File: src/core/pm_cmd_pkg.sv
package pm_cmd_pkg;

	localparam int NUM_REGS = 23;
	localparam int IDX_W = 5;

	// Command codes of the stored settings.
	localparam logic [7:0] CODE_RUN = 8'h01;
	localparam logic [7:0] CODE_TURN_ON = 8'h02;
	localparam logic [7:0] CODE_FORMAT = 8'h20;
	localparam logic [7:0] CODE_SETPOINT = 8'h21;
	localparam logic [7:0] CODE_TRIM = 8'h22;
	localparam logic [7:0] CODE_CAL_OFFSET = 8'h23;
	localparam logic [7:0] CODE_CEILING = 8'h24;
	localparam logic [7:0] CODE_MARGIN_HIGH = 8'h25;
	localparam logic [7:0] CODE_MARGIN_LOW = 8'h26;
	localparam logic [7:0] CODE_SLEW = 8'h27;
	localparam logic [7:0] CODE_SLOPE = 8'h28;
	localparam logic [7:0] CODE_DUTY = 8'h32;
	localparam logic [7:0] CODE_FREQ = 8'h33;
	localparam logic [7:0] CODE_PHASE = 8'h37;
	localparam logic [7:0] CODE_SENSE_GAIN = 8'h38;
	localparam logic [7:0] CODE_SENSE_OFFSET = 8'h39;
	localparam logic [7:0] CODE_OV_LIMIT = 8'h40;
	localparam logic [7:0] CODE_OV_ACTION = 8'h41;
	localparam logic [7:0] CODE_UV_LIMIT = 8'h44;
	localparam logic [7:0] CODE_UV_ACTION = 8'h45;
	localparam logic [7:0] CODE_PEAK_LIMIT = 8'h46;
	localparam logic [7:0] CODE_VALLEY_LIMIT = 8'h4B;
	localparam logic [7:0] CODE_OVERHEAT_LIMIT = 8'h4F;

	// Data-less trigger codes.
	localparam logic [7:0] CODE_STORE_DEFAULT = 8'h11;
	localparam logic [7:0] CODE_RESTORE_DEFAULT = 8'h12;
	localparam logic [7:0] CODE_STORE_USER = 8'h15;
	localparam logic [7:0] CODE_RESTORE_USER = 8'h16;

	// Bank indices.
	localparam logic [IDX_W-1:0] IDX_RUN = 5'h00;
	localparam logic [IDX_W-1:0] IDX_TURN_ON = 5'h01;
	localparam logic [IDX_W-1:0] IDX_FORMAT = 5'h02;
	localparam logic [IDX_W-1:0] IDX_SETPOINT = 5'h03;
	localparam logic [IDX_W-1:0] IDX_CEILING = 5'h06;
	localparam logic [IDX_W-1:0] IDX_MARGIN_HIGH = 5'h07;
	localparam logic [IDX_W-1:0] IDX_MARGIN_LOW = 5'h08;
	localparam logic [IDX_W-1:0] IDX_SLEW = 5'h09;
	localparam logic [IDX_W-1:0] IDX_SLOPE = 5'h0A;
	localparam logic [IDX_W-1:0] IDX_DUTY = 5'h0B;
	localparam logic [IDX_W-1:0] IDX_FREQ = 5'h0C;
	localparam logic [IDX_W-1:0] IDX_PHASE = 5'h0D;
	localparam logic [IDX_W-1:0] IDX_SENSE_GAIN = 5'h0E;
	localparam logic [IDX_W-1:0] IDX_SENSE_OFFSET = 5'h0F;
	localparam logic [IDX_W-1:0] IDX_OV_LIMIT = 5'h10;
	localparam logic [IDX_W-1:0] IDX_OV_ACTION = 5'h11;
	localparam logic [IDX_W-1:0] IDX_UV_LIMIT = 5'h12;
	localparam logic [IDX_W-1:0] IDX_UV_ACTION = 5'h13;
	localparam logic [IDX_W-1:0] IDX_PEAK_LIMIT = 5'h14;
	localparam logic [IDX_W-1:0] IDX_VALLEY_LIMIT = 5'h15;
	localparam logic [IDX_W-1:0] IDX_OVERHEAT_LIMIT = 5'h16;

	// Reset values.
	localparam logic [15:0] RST_RUN = 16'h0000;
	localparam logic [15:0] RST_TURN_ON = 16'h0016;
	localparam logic [15:0] RST_FORMAT = 16'h0013;
	localparam logic [15:0] RST_ZERO = 16'h0000;
	localparam logic [15:0] RST_SLEW = 16'hBA00;
	localparam logic [15:0] RST_DUTY = 16'hEADB;
	localparam logic [15:0] RST_SENSE_GAIN = 16'hBA2A;
	localparam logic [15:0] RST_SENSE_OFFSET = 16'hBE00;
	localparam logic [15:0] RST_ACTION = 16'h0080;
	localparam logic [15:0] RST_PEAK_LIMIT = 16'hE250;
	localparam logic [15:0] RST_VALLEY_LIMIT = 16'hE5B0;
	localparam logic [15:0] RST_OVERHEAT_LIMIT = 16'hEBE8;

	// Action byte meaning disable the output and never retry.
	localparam logic [7:0] FAULT_ACTION_OFF = 8'h80;

	// Strap scale factors as numerator over denominator.
	localparam int CEIL_NUM = 11;
	localparam int CEIL_DEN = 10;
	localparam int MHIGH_NUM = 21;
	localparam int MLOW_NUM = 19;
	localparam int OV_NUM = 23;
	localparam int UV_NUM = 17;
	localparam int MARGIN_DEN = 20;

	localparam logic [7:0] REG_CODE [NUM_REGS] = '{
		CODE_RUN, CODE_TURN_ON, CODE_FORMAT, CODE_SETPOINT, CODE_TRIM, CODE_CAL_OFFSET,
		CODE_CEILING, CODE_MARGIN_HIGH, CODE_MARGIN_LOW, CODE_SLEW, CODE_SLOPE, CODE_DUTY,
		CODE_FREQ, CODE_PHASE, CODE_SENSE_GAIN, CODE_SENSE_OFFSET, CODE_OV_LIMIT, CODE_OV_ACTION,
		CODE_UV_LIMIT, CODE_UV_ACTION, CODE_PEAK_LIMIT, CODE_VALLEY_LIMIT, CODE_OVERHEAT_LIMIT};

	localparam logic [NUM_REGS-1:0] REG_IS_BYTE = 23'b000_1010_0000_0000_0000_0111;
	localparam logic [NUM_REGS-1:0] REG_IS_RO = 23'b000_0000_0000_0000_0000_0100;

	localparam logic [15:0] RESET_VALUE [NUM_REGS] = '{
		RST_RUN, RST_TURN_ON, RST_FORMAT, RST_ZERO, RST_ZERO, RST_ZERO,
		RST_ZERO, RST_ZERO, RST_ZERO, RST_SLEW, RST_ZERO, RST_DUTY,
		RST_ZERO, RST_ZERO, RST_SENSE_GAIN, RST_SENSE_OFFSET, RST_ZERO, RST_ACTION,
		RST_ZERO, RST_ACTION, RST_PEAK_LIMIT, RST_VALLEY_LIMIT, RST_OVERHEAT_LIMIT};

	typedef enum logic [1:0] {
		OP_SEND = 2'b00,
		OP_WRITE_BYTE = 2'b01,
		OP_WRITE_WORD = 2'b10,
		OP_READ = 2'b11
	} cmd_op_e;

	typedef enum logic [1:0] {
		ST_SYNC = 2'b00,
		ST_LOAD = 2'b01,
		ST_READY = 2'b10
	} init_state_e;

endpackage : pm_cmd_pkg

File: src/core/power_module_command_map.sv
`timescale 1ns/1ps
// Overview of operation
// - Code 01h is a read/write byte selecting run, shutdown or margin high/low.
// - Code 02h is a read/write byte choosing turn-on source; resets to 16h.
// - Send-byte 11h saves settings written since last restore into default store.
// - Send-byte 12h reloads working settings from the default store.
// - Send-byte 15h saves settings written since last restore into user store.
// - Send-byte 16h reloads working settings from the user store.
// - Code 20h is a read-only byte always returning 13h.
// - Code 23h is a signed read/write offset word; resets to 0000h.
// - Code 24h caps the setpoint; defaults to 1.1 times strapped output.
// - Codes 25h and 26h margin levels default to 1.05 and 0.95 strap.
// - Code 27h is the slew rate word; resets to BA00h.
// - Code 28h is the load-line slope word; resets to 0000h.
// - Code 32h is the duty ceiling word; resets to EADBh.
// - Code 33h is the switching frequency word; powers up from strap.
// - Code 37h is the phase offset word; default taken from bus address.
// - Code 38h is the sense resistance word; resets to BA2Ah.
// - Code 39h is the current-sense offset word; resets to BE00h.
// - Code 46h is the peak overcurrent threshold word; resets to E250h.
// - Code 4Bh is the valley undercurrent threshold word; resets to E5B0h.
// - Code 4Fh is the over-temperature threshold word; resets to EBE8h.
// - Fault action byte 80h disables the output with no retry.
module power_module_command_map (
	// Clock and reset
	input wire logic mclk,
	input wire logic rst_n,
	// Command port
	input wire logic cmd_valid,
	input wire pm_cmd_pkg::cmd_op_e cmd_op,
	input wire logic [7:0] cmd_code,
	input wire logic [15:0] cmd_wdata,
	output logic cmd_ready,
	output logic rsp_valid,
	output logic [15:0] rsp_data,
	output logic rsp_err,
	// Strap and fault pins
	input wire logic [15:0] strap_vout,
	input wire logic [15:0] strap_freq,
	input wire logic [6:0] strap_addr,
	input wire logic fault_overvolt,
	input wire logic fault_undervolt,
	// Settings toward the power stage
	output logic [7:0] run_control,
	output logic [7:0] turn_on_source_config,
	output logic [15:0] output_setpoint,
	output logic [15:0] output_ceiling,
	output logic [15:0] margin_high_level,
	output logic [15:0] margin_low_level,
	output logic [15:0] output_slew_rate,
	output logic [15:0] load_line_slope,
	output logic [15:0] duty_ceiling,
	output logic [15:0] switch_frequency,
	output logic [15:0] phase_offset,
	output logic [15:0] peak_current_limit,
	output logic [15:0] valley_current_limit,
	output logic [15:0] overheat_limit,
	output logic output_shutdown
);
	import pm_cmd_pkg::*;

	logic [15:0] vout_meta, vout_sync, freq_meta, freq_sync;
	logic [6:0] addr_meta, addr_sync;
	logic [1:0] fault_meta, fault_sync;
	logic [15:0] work [NUM_REGS];
	logic [15:0] dflt_store [NUM_REGS];
	logic [15:0] user_store [NUM_REGS];
	logic [15:0] strap_val [NUM_REGS];
	logic [NUM_REGS-1:0] dirty;
	init_state_e state;
	logic hit;
	logic [IDX_W-1:0] hit_idx;
	logic take;
	logic write_ok;
	logic next_err;

	function automatic logic [15:0] scale(input logic [15:0] v, input int num, input int den);
		scale = 16'((32'(v) * 32'(num)) / 32'(den));
	endfunction : scale

	// Pins are asynchronous to mclk; the second stage is the only reader of the first.
	always_ff @(posedge mclk) begin
		vout_meta <= strap_vout;
		vout_sync <= vout_meta;
		freq_meta <= strap_freq;
		freq_sync <= freq_meta;
		addr_meta <= strap_addr;
		addr_sync <= addr_meta;
		fault_meta <= {fault_undervolt, fault_overvolt};
		fault_sync <= fault_meta;
	end

	// Strap values are only trusted once the synchronisers have filled.
	always_ff @(posedge mclk) begin
		if (!rst_n) begin
			state <= ST_SYNC;
		end else begin
			case (state)
				ST_SYNC: state <= ST_LOAD;
				ST_LOAD: state <= ST_READY;
				ST_READY: state <= ST_READY;
				default: state <= ST_SYNC;
			endcase
		end
	end

	always_comb begin
		for (int i = 0; i < NUM_REGS; i++) begin
			strap_val[i] = RESET_VALUE[i];
		end
		strap_val[IDX_SETPOINT] = vout_sync;
		strap_val[IDX_CEILING] = scale(vout_sync, CEIL_NUM, CEIL_DEN);
		strap_val[IDX_MARGIN_HIGH] = scale(vout_sync, MHIGH_NUM, MARGIN_DEN);
		strap_val[IDX_MARGIN_LOW] = scale(vout_sync, MLOW_NUM, MARGIN_DEN);
		strap_val[IDX_OV_LIMIT] = scale(vout_sync, OV_NUM, MARGIN_DEN);
		strap_val[IDX_UV_LIMIT] = scale(vout_sync, UV_NUM, MARGIN_DEN);
		strap_val[IDX_FREQ] = freq_sync;
		strap_val[IDX_PHASE] = {12'h000, addr_sync[3:0]};
	end

	always_comb begin
		hit = 1'b0;
		hit_idx = '0;
		for (int i = 0; i < NUM_REGS; i++) begin
			if (REG_CODE[i] == cmd_code) begin
				hit = 1'b1;
				hit_idx = IDX_W'(i);
			end
		end
	end

	assign take = cmd_valid && (state == ST_READY);

	// A write lands only on a writable code with the matching transfer width.
	always_comb begin
		write_ok = 1'b0;
		if (hit && !REG_IS_RO[hit_idx]) begin
			if (cmd_op == OP_WRITE_BYTE) begin
				write_ok = REG_IS_BYTE[hit_idx];
			end else if (cmd_op == OP_WRITE_WORD) begin
				write_ok = !REG_IS_BYTE[hit_idx];
			end
		end
	end

	always_comb begin
		next_err = 1'b0;
		case (cmd_op)
			OP_SEND: next_err = !(cmd_code == CODE_STORE_DEFAULT || cmd_code == CODE_RESTORE_DEFAULT ||
				cmd_code == CODE_STORE_USER || cmd_code == CODE_RESTORE_USER);
			OP_WRITE_BYTE: next_err = !write_ok;
			OP_WRITE_WORD: next_err = !write_ok;
			OP_READ: next_err = !hit;
			default: next_err = 1'b1;
		endcase
	end

	// Stores copy only entries written since the last restore; the entries stay marked
	// until a restore, so a second store after more writes still catches the earlier ones.
	always_ff @(posedge mclk) begin
		if (!rst_n) begin
			for (int i = 0; i < NUM_REGS; i++) begin
				work[i] <= RESET_VALUE[i];
				dflt_store[i] <= RESET_VALUE[i];
				user_store[i] <= RESET_VALUE[i];
			end
			dirty <= '0;
		end else if (state == ST_LOAD) begin
			for (int i = 0; i < NUM_REGS; i++) begin
				work[i] <= strap_val[i];
				dflt_store[i] <= strap_val[i];
				user_store[i] <= strap_val[i];
			end
		end else if (take) begin
			if (cmd_op == OP_SEND) begin
				case (cmd_code)
					CODE_STORE_DEFAULT: begin
						for (int i = 0; i < NUM_REGS; i++) begin
							if (dirty[i]) begin
								dflt_store[i] <= work[i];
							end
						end
					end
					CODE_RESTORE_DEFAULT: begin
						for (int i = 0; i < NUM_REGS; i++) begin
							work[i] <= dflt_store[i];
						end
						dirty <= '0;
					end
					CODE_STORE_USER: begin
						for (int i = 0; i < NUM_REGS; i++) begin
							if (dirty[i]) begin
								user_store[i] <= work[i];
							end
						end
					end
					CODE_RESTORE_USER: begin
						for (int i = 0; i < NUM_REGS; i++) begin
							work[i] <= user_store[i];
						end
						dirty <= '0;
					end
					default: begin
					end
				endcase
			end else if (write_ok) begin
				work[hit_idx] <= REG_IS_BYTE[hit_idx] ? {8'h00, cmd_wdata[7:0]} : cmd_wdata;
				dirty[hit_idx] <= 1'b1;
			end
		end
	end

	always_ff @(posedge mclk) begin
		if (!rst_n) begin
			rsp_valid <= 1'b0;
			rsp_data <= 16'h0000;
			rsp_err <= 1'b0;
		end else begin
			rsp_valid <= take;
			rsp_err <= take && next_err;
			rsp_data <= (take && cmd_op == OP_READ && hit) ? work[hit_idx] : 16'h0000;
		end
	end

	always_ff @(posedge mclk) begin
		if (!rst_n) begin
			cmd_ready <= 1'b0;
		end else begin
			cmd_ready <= (state == ST_LOAD) || (state == ST_READY);
		end
	end

	// No retry: once tripped the output stays off until the next reset.
	always_ff @(posedge mclk) begin
		if (!rst_n) begin
			output_shutdown <= 1'b0;
		end else if ((fault_sync[0] && work[IDX_OV_ACTION][7:0] == FAULT_ACTION_OFF) ||
			(fault_sync[1] && work[IDX_UV_ACTION][7:0] == FAULT_ACTION_OFF)) begin
			output_shutdown <= 1'b1;
		end
	end

	assign run_control = work[IDX_RUN][7:0];
	assign turn_on_source_config = work[IDX_TURN_ON][7:0];
	assign output_setpoint = work[IDX_SETPOINT];
	assign output_ceiling = work[IDX_CEILING];
	assign margin_high_level = work[IDX_MARGIN_HIGH];
	assign margin_low_level = work[IDX_MARGIN_LOW];
	assign output_slew_rate = work[IDX_SLEW];
	assign load_line_slope = work[IDX_SLOPE];
	assign duty_ceiling = work[IDX_DUTY];
	assign switch_frequency = work[IDX_FREQ];
	assign phase_offset = work[IDX_PHASE];
	assign peak_current_limit = work[IDX_PEAK_LIMIT];
	assign valley_current_limit = work[IDX_VALLEY_LIMIT];
	assign overheat_limit = work[IDX_OVERHEAT_LIMIT];

	chk_format_fixed: assert property (@(posedge mclk) disable iff (!rst_n)
		work[IDX_FORMAT] == RST_FORMAT) else $error("format byte changed");

	chk_ro_write_err: assert property (@(posedge mclk) disable iff (!rst_n)
		(take && cmd_op != OP_READ && cmd_op != OP_SEND && cmd_code == CODE_FORMAT) |=> rsp_err && rsp_valid)
		else $error("write to read-only code not flagged");

	chk_run_write: assert property (@(posedge mclk) disable iff (!rst_n)
		(take && cmd_op == OP_WRITE_BYTE && cmd_code == CODE_RUN) |=> run_control == $past(cmd_wdata[7:0]))
		else $error("run control not written");

	chk_word_readback: assert property (@(posedge mclk) disable iff (!rst_n)
		(take && cmd_op == OP_WRITE_WORD && write_ok) ##1 (take && cmd_op == OP_READ && cmd_code == $past(cmd_code))
		|=> rsp_data == $past(cmd_wdata, 2)) else $error("word read back differs");

	chk_reset_values: assert property (@(posedge mclk) disable iff (!rst_n)
		$rose(rst_n) |-> turn_on_source_config == RST_TURN_ON[7:0] && output_slew_rate == RST_SLEW &&
		duty_ceiling == RST_DUTY && overheat_limit == RST_OVERHEAT_LIMIT) else $error("bad reset value");

	chk_restore_user: assert property (@(posedge mclk) disable iff (!rst_n)
		(take && cmd_op == OP_SEND && cmd_code == CODE_RESTORE_USER) |=>
		output_setpoint == $past(user_store[IDX_SETPOINT]) && dirty == '0) else $error("user restore failed");

	chk_restore_default: assert property (@(posedge mclk) disable iff (!rst_n)
		(take && cmd_op == OP_SEND && cmd_code == CODE_RESTORE_DEFAULT) |=>
		duty_ceiling == $past(dflt_store[IDX_DUTY])) else $error("default restore failed");

	chk_store_user: assert property (@(posedge mclk) disable iff (!rst_n)
		(take && cmd_op == OP_SEND && cmd_code == CODE_STORE_USER && dirty[IDX_SETPOINT]) |=>
		user_store[IDX_SETPOINT] == $past(output_setpoint)) else $error("user store failed");

	chk_store_default: assert property (@(posedge mclk) disable iff (!rst_n)
		(take && cmd_op == OP_SEND && cmd_code == CODE_STORE_DEFAULT && !dirty[IDX_SLEW]) |=>
		$stable(dflt_store[IDX_SLEW])) else $error("clean entry stored");

	chk_fault_off: assert property (@(posedge mclk) disable iff (!rst_n)
		(fault_sync[0] && work[IDX_OV_ACTION][7:0] == FAULT_ACTION_OFF) |=> output_shutdown [*3])
		else $error("fault did not latch shutdown");

	// Each setting output except the setpoint and the high margin level must follow its own code, so a swapped bank index there shows up here.
	chk_turn_on_write: assert property (@(posedge mclk) disable iff (!rst_n)
		(take && cmd_op == OP_WRITE_BYTE && cmd_code == CODE_TURN_ON) |=>
		turn_on_source_config == $past(cmd_wdata[7:0])) else $error("turn-on source not written");

	chk_ceiling_write: assert property (@(posedge mclk) disable iff (!rst_n)
		(take && cmd_op == OP_WRITE_WORD && cmd_code == CODE_CEILING) |=> output_ceiling == $past(cmd_wdata))
		else $error("output ceiling not written");

	chk_margin_write: assert property (@(posedge mclk) disable iff (!rst_n)
		(take && cmd_op == OP_WRITE_WORD && cmd_code == CODE_MARGIN_LOW) |=> margin_low_level == $past(cmd_wdata))
		else $error("low margin level not written");

	chk_slew_write: assert property (@(posedge mclk) disable iff (!rst_n)
		(take && cmd_op == OP_WRITE_WORD && cmd_code == CODE_SLEW) |=> output_slew_rate == $past(cmd_wdata))
		else $error("slew rate not written");

	chk_slope_write: assert property (@(posedge mclk) disable iff (!rst_n)
		(take && cmd_op == OP_WRITE_WORD && cmd_code == CODE_SLOPE) |=> load_line_slope == $past(cmd_wdata))
		else $error("load-line slope not written");

	chk_duty_write: assert property (@(posedge mclk) disable iff (!rst_n)
		(take && cmd_op == OP_WRITE_WORD && cmd_code == CODE_DUTY) |=> duty_ceiling == $past(cmd_wdata))
		else $error("duty ceiling not written");

	chk_freq_write: assert property (@(posedge mclk) disable iff (!rst_n)
		(take && cmd_op == OP_WRITE_WORD && cmd_code == CODE_FREQ) |=> switch_frequency == $past(cmd_wdata))
		else $error("switching frequency not written");

	chk_phase_write: assert property (@(posedge mclk) disable iff (!rst_n)
		(take && cmd_op == OP_WRITE_WORD && cmd_code == CODE_PHASE) |=> phase_offset == $past(cmd_wdata))
		else $error("phase offset not written");

	chk_peak_write: assert property (@(posedge mclk) disable iff (!rst_n)
		(take && cmd_op == OP_WRITE_WORD && cmd_code == CODE_PEAK_LIMIT) |=> peak_current_limit == $past(cmd_wdata))
		else $error("peak current limit not written");

	chk_valley_write: assert property (@(posedge mclk) disable iff (!rst_n)
		(take && cmd_op == OP_WRITE_WORD && cmd_code == CODE_VALLEY_LIMIT) |=>
		valley_current_limit == $past(cmd_wdata)) else $error("valley current limit not written");

	chk_overheat_write: assert property (@(posedge mclk) disable iff (!rst_n)
		(take && cmd_op == OP_WRITE_WORD && cmd_code == CODE_OVERHEAT_LIMIT) |=> overheat_limit == $past(cmd_wdata))
		else $error("overheat limit not written");

	chk_shutdown_sticky: assert property (@(posedge mclk) disable iff (!rst_n)
		output_shutdown |=> output_shutdown) else $error("shutdown released without reset");

	chk_width_refused: assert property (@(posedge mclk) disable iff (!rst_n)
		(take && cmd_op == OP_WRITE_WORD && cmd_code == CODE_RUN) |=> $stable(run_control) && rsp_err)
		else $error("word write to byte code not refused");

endmodule : power_module_command_map

File: config.mk
export PLATFORM = sky130hd
export DESIGN_NAME = power_module_command_map
export DESIGN_NICKNAME = d
export VERILOG_FILES = /design/src/core/pm_cmd_pkg.sv /design/src/core/power_module_command_map.sv
export SDC_FILE = /design/constraint.sdc
export NUM_CORES = 2
export LEC_CHECK = 0
export BUFFER_PORTS_ARGS = -buffer_cell sky130_fd_sc_hd__buf_2
export CORE_MARGIN = 2
export CORE_UTILIZATION = 45
export DETAILED_ROUTE_END_ITERATION = 8
export MAX_ROUTING_LAYER = met4
export PLACE_DENSITY = 0.66
export SKIP_CTS_REPAIR_TIMING = 1
export SYNTH_ARGS = -nofsm -noshare
export SYNTH_HDL_FRONTEND = slang
export SYNTH_SLANG_ARGS = --single-unit
File: constraint.sdc
create_clock -name mclk -period 28.6 [get_ports mclk]
set_input_delay 4.29 -clock mclk [delete_from_list [all_inputs] [get_ports mclk]]
set_output_delay 4.29 -clock mclk [all_outputs]
set_load 0.005 [all_outputs]
Word-level counts from Yosys, hierarchy flattened
Memory sizes are Yosys's and may differ from the RTL's. A register that Yosys moved wholly into a read port is not among the register bits.
Index checks and enable logic that the tools add are counted.
W data, S select, Z words.
{ "word_totals": {"ram_bits": 1104, "reg_bits": 105, "romBits": 64, "n_memories": 5, "elab_cells": 800, "inputBits": 70} }
{ "memory_table": {"columns": ["name", "depth", "width", "rd", "rd_ports_with_merged_regs", "write_ports", "line_no", "source"], "rows": [
  ["dflt_store", 23, 16, 23, 0, 23, "power_module_command_map.sv:66", "logic [15:0] dflt_store [NUM_REGS];"],
  ["user_store", 23, 16, 23, 0, 23, "power_module_command_map.sv:67", "logic [15:0] user_store [NUM_REGS];"],
  ["work", 23, 16, 24, 1, 23, "power_module_command_map.sv:65", "logic [15:0] work [NUM_REGS];"],
  ["(no name shown)", 32, 1, 1, 0, 0, "power_module_command_map.sv:207", "work[hit_idx] <= REG_IS_BYTE[hit_idx] ? {8'h00, cmd_wdata[7:0]} : cmd_wdata;"],
  ["(no name shown)", 32, 1, 1, 0, 0, "power_module_command_map.sv:137", "if (hit && !REG_IS_RO[hit_idx]) begin"]
]} }
{ "op_classes": {"bitwise": 163, "mul": 5, "reduce_logical": 28, "magnitude_cmp": 2, "eq_ne": 35, "div": 5, "mux": 543} }
{ "ops": {"columns": ["op", "n"], "rows": [
  ["$mux W16", 163],
  ["$mux W1", 352],
  ["$or A1 B1 Y1", 161],
  ["$div A21 B5 Y32 const B", 4],
  ["$eq A6 B8 Y1 const A", 14],
  ["$mux W5", 22],
  ["$mul A16 B5 Y21 const B", 4],
  ["$mux W23", 3],
  ["$eq A7 B8 Y1 const A", 7],
  ["$div A20 B4 Y32 const B", 1],
  ["$eq A8 B5 Y1 const B", 4],
  ["$or A23 B23 Y23", 1],
  ["$mul A16 B4 Y20 const B", 1],
  ["$eq A8 B8 Y1 const B", 2],
  ["$reduce_or A16 Y1", 1],
  ["$eq A1 B8 Y1 const A", 1],
  ["$eq A2 B8 Y1 const A", 1],
  ["$logic_and A1 B1 Y1", 8],
  ["$eq A2 B2 Y1 const B", 3],
  ["$logic_not A1 Y1", 6],
  ["$lt A5 B6 Y1 const B", 1],
  ["$reduce_or A2 Y1", 3],
  ["$demux W1 S5", 1],
  ["$ge A5 B1 Y1 const B", 1],
  ["10 further kinds", 16]
]} }

Depth between registers and ports, before layout
{ "logic_depth": {"depth_word": 37, "depth_mapped": 59, "depth_no_buf": 53} }

Worst setup path before layout
No wires, ideal clock.
{ "synth_path": {"path_kind": "reg-to-reg", "start": "register vout_sync[5]", "end": "memory work[18][0] (data pin)", "t_arrival_ps": 14057, "setup_ps": 271, "stages_incl_launch_ff": 55, "setup_slack_ps": 14272, "period_less_slack_ps": 14328, "cell_sequence": "dfxtp_1 ha_1 ha_1 inv_1 fa_1 nand2b_1 a21oi_1 nor2_1 a311oi_1 nand4b_2 a2111oi_4 nor2_2 o32a_1 nor4b_4 o22ai_1 a211oi_2 nor2_1 or4_4 [... 19 more ...] o211a_2 o21ai_1 a311oi_1 nand2_1 buf_2 a41oi_1 mux2_2 a41oi_1 o221ai_1 a21o_1 buf_2 a211o_1 o211ai_1 a41oi_1 or3_1 a21oi_1 o2111a_1 o31ai_2"} }
{ "synth_rtl": {"columns": ["item", "line_no", "source"], "rows": [
  ["start: declaration", "power_module_command_map.sv:62", "logic [15:0] vout_meta, vout_sync, freq_meta, freq_sync;"],
  ["start signal: assignment", "power_module_command_map.sv:84", "vout_sync <= vout_meta;"],
  ["end: declaration", "power_module_command_map.sv:65", null]
]} }

==> results.toml <==
[logic_synthesis]
avgSynthCellArea_um2 = 10.5
synth.distinct_cells = 127
synth_edf_count = 1120
yosysWarnings = 0
synthMuxAreaShare_pct = 1.12
syn-cell-area_um2 = 69700
synth_top_family_by_area = "compound AO/OA/AOI/OAI gates"
synth_seq_area_share_pct = 51.7
synth_compound_gate_area_share_pct = 18.9
synth_top_area_share_pct = 48.3
ys_async_sr_fraction_pct = 0
yosys.area_share.simple_pct = 16.5
synth-seq-cells = 1240
synthTopCellsByArea = "edfxtp_1, nand2_1, and3_1"
synth-main-ff-cell = "edfxtp_1"
yosys.area.top_type = "edfxtp_1"
synth.most_common_cell = "edfxtp_1"
synthCells = 6611
synth_xor_area_share_pct = 3.17
synth-adder-area-share_pct = 4.48
synthTopCellsByCount = "edfxtp_1, nand2_1, and3_1"

[place]
io_buffers = 294
dpl.hpwl_mm = 175
gp_congestion = 0.975

[sta]
hold_viol = 0
clock.fmax_ghz = 0.0505
worst_pin_slew_ps = 1260
hold_ws_ps = 320
fin_setup_tns_ps = 0
fin_crit_sh_pct = 69.3
relSlewSlack_pct = 15.6
min_period_ps = 19820
setup-violations-final = 0
slew_viol_final = 0
rsz0062_at_grt = "false"
fin_worst_skew_ps = 52.0

[detailed_routing]
routed_wl_mm = 258
via_per_inst = 6.61
drtAntennaViolNets = 0
routedWlPerCell_um = 29.0
drc = 6
first_iter_violations = 9294
firstDrtPassIters = 9
vias = 58842

[worst_setup_path]
cpMaxStageDelayCell = "fa_1"
crit_arrival_ps = 20310
reg2reg_slack_ps = 8780
startpoint_type = "register"
critPathMostFrequentCell = "nand4_1"
cp_max_fo = 17
required_ps = 29090
r2r_end = "work[18][0]"
end_kind = "register"
rr_startpoint = "vout_sync[4]"
cp_slowest_stage_delay_ps = 880
ff2ff_path_depth = 50
critPathKind = "register to register"

[finish]
drive_above_1_share_pct = 12.8
nNetsFinal = 7006
syn_to_final_growth_pct = 11.2

[outcome]
violations = "DRC"
outcome = "finished with violations"

[clock_network]
clock_latency_ps = 800
cts.reportedPaths.clkPinSlew_ps = 60
root_buffer = "clkbuf_16"
clockBufferDepth = 3
htreeDepth = 4
cts_tree = "yes"
numCtsBuffers = 136
clkSinkCount = 1240

[hold_path]
min_path_cells = 0
holdPathEnd = "freq_sync[2]"
hold_class = "register to register"
hold_start = "freq_meta[2]"

[grt]
grt_max_degree = 187
track_usage_pct = 32.5
antenna_found_initial = 17
grt_pass1_wl_mm = 368
grt_overflow = 0
grt_pass1_vias = 53990

[floorplan]
start_util_pct = 45.3
die_y_um = 398
core-area_um2 = 154000
die_w_um = 398
dieArea_um2 = 158000
num_io_pins = 298
rows = 144

[job]
drv_cap = 0
## flip-flops by register name (all words and copies together) (netlist names), 4 cells and up
name / count
work: 384
vout_meta: 16
addr_sync: 4
user_store: 368
rsp_data: 16
dflt_store: 368
dirty: 23
freq_meta: 16
addr_meta: 4
freq_sync: 16
vout_sync: 16
## metrics by stage
step           area [um2]  worst slack (ps)  instances  utilization (%)
2_1_floorplan       69800             14270       6626                -
3_3_place_gp        73000              9590       8633             47.4
3_5_place_dp        73000              9400       8633             47.4
4_1_cts             77500              9280       8883             50.3
5_1_grt             77500              7390       8895             50.4
6_report            77500              8780       8901             50.4
## cells in the final DEF (no fill, tap or decap), types with 32 or more instances in the layout
cell,instances
edfxtp_1,1120
nand2_1,769
and3_1,458
nor2_1,350
a21oi_1,314
inv_1,294
buf_2,294
o21ai_0,249
xnor2_1,211
a222oi_1,199
ha_1,159
nand3_1,157
or2_2,143
clkbuf_16,138
dfxtp_1,120
nor3_1,109
a21o_1,107
buf_4,105
a22o_1,97
o22ai_1,85
a22oi_1,83
a211oi_1,67
o21bai_1,55
a31oi_1,55
nand2b_1,53
mux2i_1,53
a221oi_1,52
fa_1,50
o211ai_1,46
and2_1,43
a311oi_1,39
nor4_1,38
xor2_1,36
o21ai_1,32
## critical path: cells and delay by family, from the launching register on
family	cells	cell delay, ps
buffers and inverters	2	240
muxes	2	880
and+or+nand+nor	16	6230
adders and majority gates	3	1350
DFF	1	770
AOI/OAI and AO/OA	27	9990
## worst max-delay path by stage
stage            startpoint     endpoint  slack, ps  cells past startpoint
6_report       vout_sync[4]  work[18][0]       8780                     50
5_1_grt        vout_sync[4]  work[18][0]       7390                     50
4_1_cts        vout_sync[4]  work[18][0]       9280                     50
3_5_place_dp   vout_sync[4]  work[18][0]       9400                     50
3_3_place_gp   vout_sync[4]  work[18][0]       9590                     50
2_1_floorplan  vout_sync[5]  work[18][0]      14270                     54
## routing by layer
layer	routed length, um	global-route usage, %	vias to the layer above
li1	-	-	25430
met1	96900	42.7	28762
met2	112000	46.6	4080
met3	36200	9.12	570
met4	13200	14.8	0
met5	0	-	-
## final cells by class
type | count | area, um2
clock inverters | 81 | 842
repair buffers | 402 | 2320
fillers | 13779 | 76400
well taps | 2044 | 2560
diodes | 18 | 45.0
flip-flops and latches | 1240 | 36000
clock buffers | 169 | 3630
multi-input cells | 4651 | 31000
inverters | 296 | 1110
## cell families (layout without fill, tap and decap cells)
group,Yosys count,count (layout)
AO/OA/AOI/OAI,1790,1790
buffers and inverters,735,948
multiplexers,73,73
AND/OR/NAND/NOR,2301,2301
adder cells (fa/ha/maj),222,222
flip-flops,1240,1240
other,1,34
XOR/XNOR,249,249
Power is left out: the tool's default activity adds up to more than one toggle a clock period on the data nets, which glitch-free logic cannot reach.
